<file path="src/verilog/kswd_map.vh">
`ifndef KSWD_MAP_VH
`define KSWD_MAP_VH

// Register byte offsets
`define KSWD_OFF_CTRL 8'h00
`define KSWD_OFF_KEY 8'h04
`define KSWD_OFF_IRQ_STAT 8'h08
`define KSWD_OFF_IRQ_MASK 8'h0C
`define KSWD_OFF_COUNT 8'h10

// Control register fields
`define KSWD_CTRL_PS_LSB 5
`define KSWD_CTRL_PS_MSB 7
`define KSWD_CTRL_IDLE_BIT 4
`define KSWD_CTRL_SOFT_RESET_FLAG_BIT 2
`define KSWD_CTRL_OVF_BIT 1
`define KSWD_CTRL_RUN_BIT 0

// Interrupt status and mask fields
`define KSWD_IRQ_TIMEOUT_BIT 0
`define KSWD_IRQ_BADKEY_BIT 1
`define KSWD_IRQ_SOFT_BIT 2
`define KSWD_IRQ_FEED_BIT 3

// Reset values
`define KSWD_PS_RST 3'h0
`define KSWD_IRQ_MASK_RST 4'h0

// Key bytes
`define KSWD_KEY_FEED_FIRST 8'h1E
`define KSWD_KEY_FEED_SECOND 8'hE1
`define KSWD_KEY_SOFT_FIRST 8'h5A
`define KSWD_KEY_SOFT_SECOND 8'hA5

// Counts and bus response codes
`define KSWD_CORE_RESET_CYCLES 3'h4
`define KSWD_AXI_OKAY 2'h0
`define KSWD_AXI_SLVERR 2'h2

`endif

</file>
<file path="src/verilog/kswd_timer.v">
module kswd_timer #(
  parameter CNT_W = 14,
  parameter PRE_W = 7,
  parameter TPS_W = 4,
  parameter PS_W = 3
) (
  // Clock and control
  input wire clock_i,
  input wire srst_i,
  input wire ce_i,
  input wire run_i,
  input wire clear_i,
  // Period setup
  input wire [PS_W-1:0] period_sel_i,
  input wire [TPS_W-1:0] tps_i,
  // Result
  output reg timeout_o,
  output wire [CNT_W-1:0] count_o
);

  reg [TPS_W-1:0] tps_cnt_reg;
  reg [PRE_W-1:0] pre_reg;
  reg [CNT_W-1:0] cnt_reg;
  wire base_tick;
  wire [PRE_W-1:0] ps_mask;
  wire stage_tick;

  // Greater-or-equal so a lowered divisor cannot strand the count
  assign base_tick = run_i && (tps_cnt_reg >= tps_i);
  assign ps_mask = ~({PRE_W{1'b1}} << period_sel_i);
  assign stage_tick = base_tick && ((pre_reg & ps_mask) == ps_mask);
  assign count_o = cnt_reg;

  always @(posedge clock_i) begin
    if (srst_i) begin
      tps_cnt_reg <= {TPS_W{1'b0}};
      pre_reg <= {PRE_W{1'b0}};
      cnt_reg <= {CNT_W{1'b0}};
      timeout_o <= 1'b0;
    end else if (ce_i) begin
      timeout_o <= stage_tick && (&cnt_reg);
      if (clear_i) begin
        tps_cnt_reg <= {TPS_W{1'b0}};
        pre_reg <= {PRE_W{1'b0}};
        cnt_reg <= {CNT_W{1'b0}};
      end else if (run_i) begin
        tps_cnt_reg <= base_tick ? {TPS_W{1'b0}} : tps_cnt_reg + 1'b1;
        if (base_tick) begin
          pre_reg <= pre_reg + 1'b1;
        end
        if (stage_tick) begin
          cnt_reg <= cnt_reg + 1'b1;
        end
      end
    end
  end

endmodule // kswd_timer

</file>
<file path="src/verilog/kswd_top.v">
// Local design decisions: register access over AXI4-Lite and the register addresses.
`include "kswd_map.vh"

module kswd_top #(
  parameter ADDR_W = 8,
  parameter CNT_W = 14,
  parameter PRE_W = 7,
  parameter TPS_W = 4
) (
  // Clock, reset, enable
  input wire clock_i,
  input wire srst_i,
  input wire ce_i,
  // AXI4-Lite write address and data
  input wire [ADDR_W-1:0] s_axi_awaddr_i,
  input wire s_axi_awvalid_i,
  output wire s_axi_awready_o,
  input wire [31:0] s_axi_wdata_i,
  input wire [3:0] s_axi_wstrb_i,
  input wire s_axi_wvalid_i,
  output wire s_axi_wready_o,
  // AXI4-Lite write response
  output reg [1:0] s_axi_bresp_o,
  output reg s_axi_bvalid_o,
  input wire s_axi_bready_i,
  // AXI4-Lite read
  input wire [ADDR_W-1:0] s_axi_araddr_i,
  input wire s_axi_arvalid_i,
  output wire s_axi_arready_o,
  output reg [31:0] s_axi_rdata_o,
  output reg [1:0] s_axi_rresp_o,
  output reg s_axi_rvalid_o,
  input wire s_axi_rready_i,
  // Processor side
  input wire sfr_write_i,
  input wire power_down_i,
  input wire idle_i,
  input wire [TPS_W-1:0] system_timer_prescale_i,
  // Results
  output reg core_reset_o,
  output reg irq_o
);

  localparam SEL_NONE = 3'd0;
  localparam SEL_CTRL = 3'd1;
  localparam SEL_KEY = 3'd2;
  localparam SEL_STAT = 3'd3;
  localparam SEL_MASK = 3'd4;
  localparam SEL_COUNT = 3'd5;

  localparam KS_IDLE = 2'd0;
  localparam KS_FEED = 2'd1;
  localparam KS_SOFT = 2'd2;

  function [2:0] reg_sel;
    input [ADDR_W-1:0] addr;
    begin
      if (addr == `KSWD_OFF_CTRL) begin
        reg_sel = SEL_CTRL;
      end else if (addr == `KSWD_OFF_KEY) begin
        reg_sel = SEL_KEY;
      end else if (addr == `KSWD_OFF_IRQ_STAT) begin
        reg_sel = SEL_STAT;
      end else if (addr == `KSWD_OFF_IRQ_MASK) begin
        reg_sel = SEL_MASK;
      end else if (addr == `KSWD_OFF_COUNT) begin
        reg_sel = SEL_COUNT;
      end else begin
        reg_sel = SEL_NONE;
      end
    end
  endfunction

  // Bus holding registers
  reg aw_held_reg;
  reg [ADDR_W-1:0] aw_addr_reg;
  reg w_held_reg;
  reg [31:0] w_data_reg;
  reg [3:0] w_strb_reg;

  // Control and status state
  reg [2:0] period_sel_reg;
  reg idle_freeze_reg;
  reg soft_reset_flag_reg;
  reg watchdog_overflow_flag_reg;
  reg watchdog_running_flag_reg;
  reg [3:0] irq_stat_reg;
  reg [3:0] irq_mask_reg;
  reg [1:0] key_state_reg;
  reg [2:0] core_rst_cnt_reg;

  // Next values
  reg [1:0] key_state_next;
  reg feed_ok;
  reg soft_ok;
  reg bad_key;
  reg soft_reset_flag_next;
  reg watchdog_overflow_flag_next;
  reg watchdog_running_flag_next;
  reg [3:0] irq_stat_next;
  reg [3:0] irq_mask_next;
  reg [31:0] rdata_next;

  wire wr_fire;
  wire [2:0] wr_sel;
  wire [2:0] rd_sel;
  wire rd_fire;
  wire key_wr;
  wire other_wr;
  wire ctrl_wr;
  wire [7:0] key_byte;
  wire timer_run;
  wire timer_clear;
  wire timeout;
  wire fire_reset;
  wire [3:0] irq_events;
  wire [CNT_W-1:0] count_val;

  // One write at a time; ce low stalls every handshake
  assign s_axi_awready_o = ce_i && !aw_held_reg && !s_axi_bvalid_o;
  assign s_axi_wready_o = ce_i && !w_held_reg && !s_axi_bvalid_o;
  assign s_axi_arready_o = ce_i && !s_axi_rvalid_o;
  assign wr_fire = ce_i && aw_held_reg && w_held_reg && !s_axi_bvalid_o;
  assign rd_fire = s_axi_arvalid_i && s_axi_arready_o;
  assign wr_sel = reg_sel(aw_addr_reg);
  assign rd_sel = reg_sel(s_axi_araddr_i);

  assign key_byte = w_data_reg[7:0];
  assign key_wr = wr_fire && (wr_sel == SEL_KEY) && w_strb_reg[0];
  assign ctrl_wr = wr_fire && (wr_sel == SEL_CTRL) && w_strb_reg[0];
  // Any write that is not a key byte counts as an intervening write
  assign other_wr = sfr_write_i || (wr_fire && !key_wr);

  // Key sequence checker
  always @* begin
    key_state_next = key_state_reg;
    feed_ok = 1'b0;
    soft_ok = 1'b0;
    bad_key = 1'b0;
    case (key_state_reg)
      KS_IDLE: begin
        if (key_wr) begin
          if (key_byte == `KSWD_KEY_FEED_FIRST) begin
            key_state_next = KS_FEED;
          end else if (key_byte == `KSWD_KEY_SOFT_FIRST) begin
            key_state_next = KS_SOFT;
          end else begin
            bad_key = 1'b1;
          end
        end
      end
      KS_FEED: begin
        if (key_wr) begin
          key_state_next = KS_IDLE;
          if (key_byte == `KSWD_KEY_FEED_SECOND) begin
            feed_ok = 1'b1;
          end else begin
            bad_key = 1'b1;
          end
        end else if (other_wr) begin
          key_state_next = KS_IDLE;
        end
      end
      KS_SOFT: begin
        if (key_wr) begin
          key_state_next = KS_IDLE;
          if (key_byte == `KSWD_KEY_SOFT_SECOND) begin
            soft_ok = 1'b1;
          end else begin
            bad_key = 1'b1;
          end
        end else if (other_wr) begin
          key_state_next = KS_IDLE;
        end
      end
      default: begin
        key_state_next = KS_IDLE;
      end
    endcase
  end

  assign fire_reset = timeout || bad_key || soft_ok;
  // Frozen in power-down, and in idle when the freeze bit asks for it
  assign timer_run = watchdog_running_flag_reg && !power_down_i
                     && !(idle_i && idle_freeze_reg);
  // A feed before the first enable also starts from zero
  assign timer_clear = feed_ok || fire_reset;

  kswd_timer #(
    .CNT_W(CNT_W),
    .PRE_W(PRE_W),
    .TPS_W(TPS_W),
    .PS_W(3)
  ) u_timer (
    .clock_i(clock_i),
    .srst_i(srst_i),
    .ce_i(ce_i),
    .run_i(timer_run),
    .clear_i(timer_clear),
    .period_sel_i(period_sel_reg),
    .tps_i(system_timer_prescale_i),
    .timeout_o(timeout),
    .count_o(count_val)
  );

  assign irq_events = {feed_ok, soft_ok, bad_key, timeout};

  // Flag updates; a hardware set wins over a software clear
  always @* begin
    watchdog_running_flag_next = watchdog_running_flag_reg;
    if (fire_reset) begin
      watchdog_running_flag_next = 1'b0;
    end else if (feed_ok) begin
      watchdog_running_flag_next = 1'b1;
    end
    soft_reset_flag_next = soft_reset_flag_reg;
    if (ctrl_wr && !w_data_reg[`KSWD_CTRL_SOFT_RESET_FLAG_BIT]) begin
      soft_reset_flag_next = 1'b0;
    end
    if (soft_ok || bad_key) begin
      soft_reset_flag_next = 1'b1;
    end
    watchdog_overflow_flag_next = watchdog_overflow_flag_reg;
    if (ctrl_wr && !w_data_reg[`KSWD_CTRL_OVF_BIT]) begin
      watchdog_overflow_flag_next = 1'b0;
    end
    if (timeout || bad_key) begin
      watchdog_overflow_flag_next = 1'b1;
    end
    irq_mask_next = irq_mask_reg;
    if (wr_fire && (wr_sel == SEL_MASK) && w_strb_reg[0]) begin
      irq_mask_next = w_data_reg[3:0];
    end
    if (rd_fire && (rd_sel == SEL_STAT)) begin
      irq_stat_next = irq_events;
    end else begin
      irq_stat_next = irq_stat_reg | irq_events;
    end
  end

  // Read data mux
  always @* begin
    rdata_next = 32'h0000_0000;
    if (rd_sel == SEL_CTRL) begin
      rdata_next[`KSWD_CTRL_PS_MSB:`KSWD_CTRL_PS_LSB] = period_sel_reg;
      rdata_next[`KSWD_CTRL_IDLE_BIT] = idle_freeze_reg;
      rdata_next[`KSWD_CTRL_SOFT_RESET_FLAG_BIT] = soft_reset_flag_reg;
      rdata_next[`KSWD_CTRL_OVF_BIT] = watchdog_overflow_flag_reg;
      rdata_next[`KSWD_CTRL_RUN_BIT] = watchdog_running_flag_reg;
    end else if (rd_sel == SEL_STAT) begin
      rdata_next[3:0] = irq_stat_reg;
    end else if (rd_sel == SEL_MASK) begin
      rdata_next[3:0] = irq_mask_reg;
    end else if (rd_sel == SEL_COUNT) begin
      rdata_next[CNT_W-1:0] = count_val;
    end
  end

  // Bus channel state
  always @(posedge clock_i) begin
    if (srst_i) begin
      aw_held_reg <= 1'b0;
      aw_addr_reg <= {ADDR_W{1'b0}};
      w_held_reg <= 1'b0;
      w_data_reg <= 32'h0000_0000;
      w_strb_reg <= 4'h0;
      s_axi_bvalid_o <= 1'b0;
      s_axi_bresp_o <= `KSWD_AXI_OKAY;
      s_axi_rvalid_o <= 1'b0;
      s_axi_rresp_o <= `KSWD_AXI_OKAY;
      s_axi_rdata_o <= 32'h0000_0000;
    end else if (ce_i) begin
      if (s_axi_awvalid_i && s_axi_awready_o) begin
        aw_held_reg <= 1'b1;
        aw_addr_reg <= s_axi_awaddr_i;
      end
      if (s_axi_wvalid_i && s_axi_wready_o) begin
        w_held_reg <= 1'b1;
        w_data_reg <= s_axi_wdata_i;
        w_strb_reg <= s_axi_wstrb_i;
      end
      if (wr_fire) begin
        aw_held_reg <= 1'b0;
        w_held_reg <= 1'b0;
        s_axi_bvalid_o <= 1'b1;
        // Read-only registers answer OKAY and ignore the data
        s_axi_bresp_o <= (wr_sel == SEL_NONE) ? `KSWD_AXI_SLVERR : `KSWD_AXI_OKAY;
      end else if (s_axi_bready_i) begin
        s_axi_bvalid_o <= 1'b0;
      end
      if (rd_fire) begin
        s_axi_rvalid_o <= 1'b1;
        s_axi_rdata_o <= rdata_next;
        s_axi_rresp_o <= (rd_sel == SEL_NONE) ? `KSWD_AXI_SLVERR : `KSWD_AXI_OKAY;
      end else if (s_axi_rready_i) begin
        s_axi_rvalid_o <= 1'b0;
      end
    end
  end

  // Watchdog control state
  always @(posedge clock_i) begin
    if (srst_i) begin
      period_sel_reg <= `KSWD_PS_RST;
      idle_freeze_reg <= 1'b0;
      soft_reset_flag_reg <= 1'b0;
      watchdog_overflow_flag_reg <= 1'b0;
      watchdog_running_flag_reg <= 1'b0;
      irq_stat_reg <= 4'h0;
      irq_mask_reg <= `KSWD_IRQ_MASK_RST;
      key_state_reg <= KS_IDLE;
      core_rst_cnt_reg <= 3'h0;
      core_reset_o <= 1'b0;
      irq_o <= 1'b0;
    end else if (ce_i) begin
      if (ctrl_wr) begin
        period_sel_reg <= w_data_reg[`KSWD_CTRL_PS_MSB:`KSWD_CTRL_PS_LSB];
        idle_freeze_reg <= w_data_reg[`KSWD_CTRL_IDLE_BIT];
      end
      soft_reset_flag_reg <= soft_reset_flag_next;
      watchdog_overflow_flag_reg <= watchdog_overflow_flag_next;
      watchdog_running_flag_reg <= watchdog_running_flag_next;
      irq_stat_reg <= irq_stat_next;
      irq_mask_reg <= irq_mask_next;
      irq_o <= |(irq_stat_next & irq_mask_next);
      // The core is held in reset, so a half-entered key pair is dropped
      key_state_reg <= fire_reset ? KS_IDLE : key_state_next;
      // Fixed-width pulse; a new cause restarts it
      if (fire_reset) begin
        core_rst_cnt_reg <= `KSWD_CORE_RESET_CYCLES;
        core_reset_o <= 1'b1;
      end else if (core_rst_cnt_reg != 3'h0) begin
        core_rst_cnt_reg <= core_rst_cnt_reg - 1'b1;
        core_reset_o <= (core_rst_cnt_reg != 3'h1);
      end else begin
        core_reset_o <= 1'b0;
      end
    end
  end

endmodule // kswd_top
</file>
<file path="config.mk">
export PLATFORM = sky130hd
export DESIGN_NAME = kswd_top
export DESIGN_NICKNAME = d
export VERILOG_FILES = /design/src/verilog/kswd_timer.v /design/src/verilog/kswd_top.v
export VERILOG_INCLUDE_DIRS = /design/src /design/src/verilog
export SDC_FILE = /design/constraint.sdc
export NUM_CORES = 1
export LEC_CHECK = 0
export BUFFER_PORTS_ARGS = -buffer_cell sky130_fd_sc_hd__buf_4
export CORE_MARGIN = 2
export CORE_UTILIZATION = 58
export CTS_CLUSTER_DIAMETER = 40
export CTS_CLUSTER_SIZE = 40
export DETAILED_ROUTE_END_ITERATION = 10
export PLACE_DENSITY = 0.84
export SLEW_MARGIN = 30
export SYNTH_ARGS = -nofsm -noshare
export SYNTH_HDL_FRONTEND = slang
export SYNTH_SLANG_ARGS = --single-unit
</file>
<file path="constraint.sdc">
create_clock -name clock_i -period 7.95 [get_ports clock_i]
set_input_delay 1.9875 -clock clock_i [delete_from_list [all_inputs] [get_ports clock_i]]
set_output_delay 1.9875 -clock clock_i [all_outputs]
set_load 0.03 [all_outputs]
</file>
==> results of run 1 <==
-- cell usage in the layout, fill, tap and decap left out, drive strengths merged, types with 7 or more instances in the layout --
cell	n
nor3	23
nand2b	10
mux2i	20
nand4	7
xnor2	11
nor2	66
clkbuf	10
a21oi	45
nand2	67
dfxtp	85
buf	64
o21ai	15
nand3	10
inv	18
ha	14
conb	20
a22oi	9
nor4	10
a211oi	7
-- path summary, 6_finish.rpt --
kind              slack [ns]  cells past startpoint        startpoint                  to
hold reg to reg         0.46                      2  s_axi_rresp_o[1]    s_axi_rresp_o[1]
setup / recovery        3.07                      4              ce_i     s_axi_awready_o
setup reg to reg        4.90                      9  key_state_reg[0]  u_timer.pre_reg[6]
hold / removal          0.46                      2  s_axi_rresp_o[1]    s_axi_rresp_o[1]
-- through the flow --
| stage | hold slack (ns) | setup slack [ns] | util [%] |
|---|---|---|---|
| 3_3_place_gp | 0.444 | 3.18 | 65.8 |
| 3_5_place_dp | 0.448 | 3.17 | 65.9 |
| 4_1_cts | 0.459 | 3.11 | 68.5 |
| 6_report | 0.458 | 3.07 | 68.5 |
| 2_1_floorplan | 0.436 | 3.27 | - |
| 5_1_grt | 0.492 | 3.05 | 68.5 |
-- power by group through the flow --
stage / Clock, mW / Combinational [mW] / Sequential (mW)
floorplan: 0 / 0.0742 / 0.459
global placement: 0 / 0.0991 / 0.455
detailed placement: 0 / 0.103 / 0.456
CTS: 0.304 / 0.103 / 0.446
global route: 0.320 / 0.114 / 0.448
finish: 0.300 / 0.103 / 0.446
-- kinds of logic after synthesis --
logic type | synth area share [%]
DFF | 38.8
AOI/OAI and AO/OA | 15.6
and+or+nand+nor | 26.7
buffers and inverters | 7.38
muxes | 4.90
other | 0.0854
adders and majority gates | 3.99
xor gates and xnor gates | 2.59
-- synthesized netlist by cell type (all sizes together), types with 9 or more instances --
cell | count | area, um^2
a21oi | 45 | 236
a22oi | 9 | 72.6
buf | 24 | 176
clkbuf | 21 | 80.1
dfxtp | 85 | 1700
ha | 14 | 175
inv | 18 | 67.6
mux2i | 20 | 200
nand2 | 67 | 251
nand2b | 10 | 62.6
nand3 | 10 | 50.1
nor2 | 66 | 250
nor3 | 23 | 115
nor4 | 10 | 77.6
o21ai | 15 | 86.3
xnor2 | 11 | 96.3
-- cell type report --
cell class / instances / area share (%)
sequential: 85 / 34.1
multi-input combinational: 407 / 48.8
clock inverter: 4 / 1.00
clock buffer: 10 / 2.76
inverter: 18 / 1.35
timing repair buffer: 64 / 9.57
tap: 99 / 2.48
-- metal layers --
layer  global-route usage, %  wire length (um)  vias up
met5                       0                 0        -
met4                    8.59               144        0
met3                    6.14               462       18
met2                    44.2              5020      103
met1                    28.0              4200     1874
li1                        -                 -     1938
-- critical path: cells and delay by family --
family / cells / cell delay, ns
buffers and inverters: 2 / 0.48
AND/OR/NAND/NOR: 2 / 0.41
==> metrics.cfg, run 1 <==
[status]
outcome = complete, no violations

[critical_path]
critPathCaptureType = output pin
worst_ep_required_time_ns = 5.96
critPathArrivalTime_ns = 2.89
crit_path_cell_trace = buf_4 > nand2b_1 > nor2_1 > buf_4
cell_type_with_the_highest_occurrence_count_on_the_critical_path = buf_4
timing.critical_path.slowest_stage_cell = buf_4
path_max_fanout = 28
crit_type = primary input to output pin
critPathMaxStageDelay_ns = 0.27
start_kind = primary input

[drt]
avgViaCountPerCell = 5.72
drt.antenna.violating_nets = 0
drt-initial-drc-count = 253
dr.pass1.iters = 5
drc = 0
drt_wl_total_um = 9820
routedWlPerCell_um = 14.3
routed-via-count = 3933

[power]
max-vdd-ir-drop_uv = 116
clock_power_share_pct = 35.3
power.combinational.fraction_pct = 12.1
total_power_after_layout_uw = 849
power_switching_share_pct = 26.5
power_frac_seq_pct = 52.6
cell_internal_pwr_uw = 624
p_sw_uw = 225
power.static_leakage_nw = 1.96
pwr_density_cell_nw_per_um2 = 170

[run]
cap_violations = 0

[logic_synthesis]
edff_count_synth = 0
mappedNetlistArea_um2 = 4390
async_reset_ff_share_pct = 0
postSynthCellCount = 536
ys_seq_elements = 85
yosys_warnings = 0
synth-main-ff-cell = dfxtp_1
synth_sequential_area_ratio_pct = 38.8
avgSynthCellArea_um2 = 8.19
synth_cell_types = 60

[clock_network]
clockBufferDepth = 2
number_of_h_tree_levels = 3
hold_fix_buffer_count_after_cts = 0
clock_pin_slew_on_the_worst_setup_and_hold_paths_ns = 0.08
cts_root_buffer = clkbuf_8
tritoncts_buffers = 9
tritoncts = built
cts_resized = 0
cts.sinks = 85
clk_latency_ns = 0.37
post_cts.repair.setup_buffers = 0

[die]
die_width_um = 91.0
placement_rows = 31
num_io_pins = 110
die_area_um2 = 8280
floorplan.core_area_um2 = 7290
start_util_pct = 60.2
die_height_um = 91.0

[grt]
global_route_wire_length_before_repair_um = 16800
antenna_violations_before_repair = 0
grt_start_max_net_pins = 75
grt_util_all_layers_pct = 24.5
gr-total-overflow = 0
first_global_vias = 3873

[place]
dpl.hpwl_um = 6950
routabilityCongestion = 0.801
dpl-instance-area_um2 = 4810
dp_cells = 673
place.port_buffers = 62

[sta]
worst-slew-pin-transition_ns = 0.762
grt_setup_unrepaired = false
drv_slew = 0
max-slew-margin-rel_pct = 49.2
layout_worst_path_cycle_share_pct = 61.3
finalSetupTns_ns = 0
fin_worst_skew_ns = 0.0108
final_number_of_hold_violating_endpoints = 0
layout_min_cycle_time_ns = 4.88
finalSetupViolCount = 0
maxClockFrequency_ghz = 0.205

[final_layout]
num-nets-final = 666
stdcell_count = 687
filler_cell_count = 599
drive_above_1_share_pct = 16.3
postLayoutCellArea_um2 = 4990
antennaDiodeCount = 0
area_delta_synth_final_pct = 13.8
multi_input_comb_area_um2 = 2430
area_taken_by_flip_flops_and_latches_um2 = 1700

[worst_hold_path]
min-delay-path-class = flip-flop to flip-flop

Note: power is estimated with default switching activity, not from simulation.
==> inputs of run 2 (changes only) <==
--- a/config.mk
+++ b/config.mk
@@ -8,11 +8,11 @@
 export LEC_CHECK = 0
 export BUFFER_PORTS_ARGS = -buffer_cell sky130_fd_sc_hd__buf_4
 export CORE_MARGIN = 2
-export CORE_UTILIZATION = 58
+export CORE_UTILIZATION = 53
 export CTS_CLUSTER_DIAMETER = 40
 export CTS_CLUSTER_SIZE = 40
 export DETAILED_ROUTE_END_ITERATION = 10
-export PLACE_DENSITY = 0.84
+export PLACE_DENSITY = 0.78
 export SLEW_MARGIN = 30
 export SYNTH_ARGS = -nofsm -noshare
 export SYNTH_HDL_FRONTEND = slang
==> constraint.sdc (replaced) <==
create_clock -name clock_i -period 4.9 [get_ports clock_i]
set_input_delay 1.225 -clock clock_i [delete_from_list [all_inputs] [get_ports clock_i]]
set_output_delay 1.225 -clock clock_i [all_outputs]
set_load 0.03 [all_outputs]
==> metrics.cfg, run 2 (synthesis gave the netlist of run 1 again) <==
[place]
place.port_buffers = 62  ; unchanged
place_worst_setup_slack_ns = 1.10  ; -2.06 ns
routabilityCongestion = 0.816  ; +1.9%
dpl.hpwl_um = 7030  ; +1.2%

[power]
max-vdd-ir-drop_uv = 135  ; +16%
power.static_leakage_nw = 1.98  ; +0.68%
total_power_after_layout_mw = 1.40  ; +65%
pwr_density_cell_nw_per_um2 = 279  ; +64%

[final_layout]
mostFrequentLayoutCell = dfxtp_1
num-nets-final = 667  ; +0.15%
antennaDiodeCount = 0  ; unchanged
drive_above_1_share_pct = 16.8  ; +0.42 points
area_delta_synth_final_pct = 14.6
filler_cell_count = 699  ; +17%
layout_common_cells = 85 x dfxtp_1, 67 x nand2_1, 65 x nor2_1

[critical_path]
r2r_end = u_timer.pre_reg[6]
start_kind = primary input
critPathArrivalTime_ns = 3.67  ; +0.78 ns
crit_type = primary input to flip-flop
worst_ep_required_time_ns = 5.12  ; -0.84 ns
r2r-start = key_state_reg[0]
crit_start = ce_i
path_max_fanout = 28  ; unchanged
timing.reg2reg.worst_path_depth = 9  ; unchanged
critPathCaptureType = flip-flop
reg2reg_setup_slack_ns = 1.88  ; -3.02 ns

[drt]
drc = 0  ; unchanged
drt-initial-drc-count = 182  ; -28%
drt.antenna.violating_nets = 0  ; unchanged
routedWlPerCell_um = 13.8  ; -3.6%
avgViaCountPerCell = 5.47  ; -4.5%
routed-via-count = 3804  ; -3.3%
drt_wl_total_um = 9590  ; -2.3%
dr.pass1.iters = 4  ; -1

[sta]
final_number_of_hold_violating_endpoints = 0  ; unchanged
finalSetupTns_ns = 0  ; unchanged
fin_ws_ns = 1.46  ; -1.62 ns
layout_min_cycle_time_ns = 3.44
drv_slew = 0  ; unchanged
fin_worst_skew_ns = 0.00897  ; -0.00182 ns
maxClockFrequency_ghz = 0.290
worst-slew-pin-transition_ns = 0.766  ; +0.00341 ns
max-slew-margin-rel_pct = 49.0  ; -0.23 points
grt_setup_unrepaired = false
layout_worst_path_cycle_share_pct = 70.3
finalSetupViolCount = 0  ; unchanged

[grt]
global_route_wire_length_before_repair_um = 16200  ; -3.4%
antenna_violations_before_repair = 0  ; unchanged
grt_util_all_layers_pct = 22.6  ; -1.9 points
first_global_vias = 3628  ; -6.3%
gr-total-overflow = 0  ; unchanged
grt_start_max_net_pins = 75  ; unchanged

[run]
cap_violations = 0  ; unchanged

[die]
die_width_um = 95  ; +4.4%
floorplan.core_area_um2 = 8130  ; +12%
die_height_um = 95  ; +4.4%
num_io_pins = 110  ; unchanged
placement_rows = 33  ; +6.5%
die_area_um2 = 9030  ; +9.0%
start_util_pct = 54.0  ; -6.2 points

[clock_network]
clockBufferDepth = 2  ; unchanged
clk_latency_ns = 0.36  ; about the same
post_cts.repair.setup_buffers = 0  ; unchanged
tritoncts_buffers = 9  ; unchanged
clock_pin_slew_on_the_worst_setup_and_hold_paths_ns = 0.09  ; about the same
hold_fix_buffer_count_after_cts = 0  ; unchanged
tritoncts = built
cts_resized = 0  ; unchanged
number_of_h_tree_levels = 3  ; unchanged
cts.sinks = 85  ; unchanged
cts_root_buffer = clkbuf_8

[status]
outcome = complete, no violations

[worst_hold_path]
min_to = s_axi_rresp_o[1]
whs_path_depth = 2  ; unchanged
hold_path_startpoint = s_axi_rresp_o[1]
min-delay-path-class = flip-flop to flip-flop

-- run 2: cell count changes in the layout (fill, tap and decap cells not counted), sizes merged --
cell	previous run	this run
buf	64	65
clkinv	1	2
clkbuf	10	11
-- run 2: worst max-delay path, cell delays in order --
cell and delay [ns]:
buf_4 0.28, nor2b_1 0.24, nand2_1 0.42, or4_1 0.75, a22oi_1 0.27, o22ai_1 0.13, nor4_1 0.27, nor3_1 0.08
-- run 2: cell type report --
| class | count | area (um^2) | area share, % |
|---|---|---|---|
| Clock buffer | 11 | 151 | 3.01 |
| Sequential cell | 85 | 1700 | 33.8 |
| Inverter | 18 | 67.6 | 1.34 |
| Multi-Input combinational cell | 407 | 2430 | 48.4 |
| Timing Repair Buffer | 65 | 485 | 9.65 |
| Tap cell | 105 | 131 | 2.61 |
| Clock inverter | 5 | 58.8 | 1.17 |
-- run 2: how the worst max path moves through the flow --
stage	end	cells past startpoint
finish	irq_o	8
global route	irq_o	8
CTS	irq_o	8
detailed placement	irq_o	8
global placement	irq_o	8
floorplan	irq_o	8
-- run 2: report_power, final --
group / leakage, nW / switching, mW / internal [mW]
clock network: 0.102 / 0.252 / 0.263
registers: 0.688 / 0.0160 / 0.708
logic: 1.19 / 0.103 / 0.0624
-- run 2: per-stage QoR --
step	cells	utilization [%]	area, um^2	hold slack [ns]
final	696	61.9	5030	0.463
after global routing	696	61.9	5030	0.484
after detailed placement	680	59.3	4820	0.451
after global placement	678	59.1	4810	0.446
after floorplan	555	-	4460	0.436
after CTS	696	61.9	5030	0.463
-- run 2: routing by layer --
layer,part of all wire [%],track usage [%],routed length [um]
met1,44,27.2,4260
met3,3.6,4.47,350
met5,0,0,0
met4,1.7,7.97,165
met2,50,39.9,4810
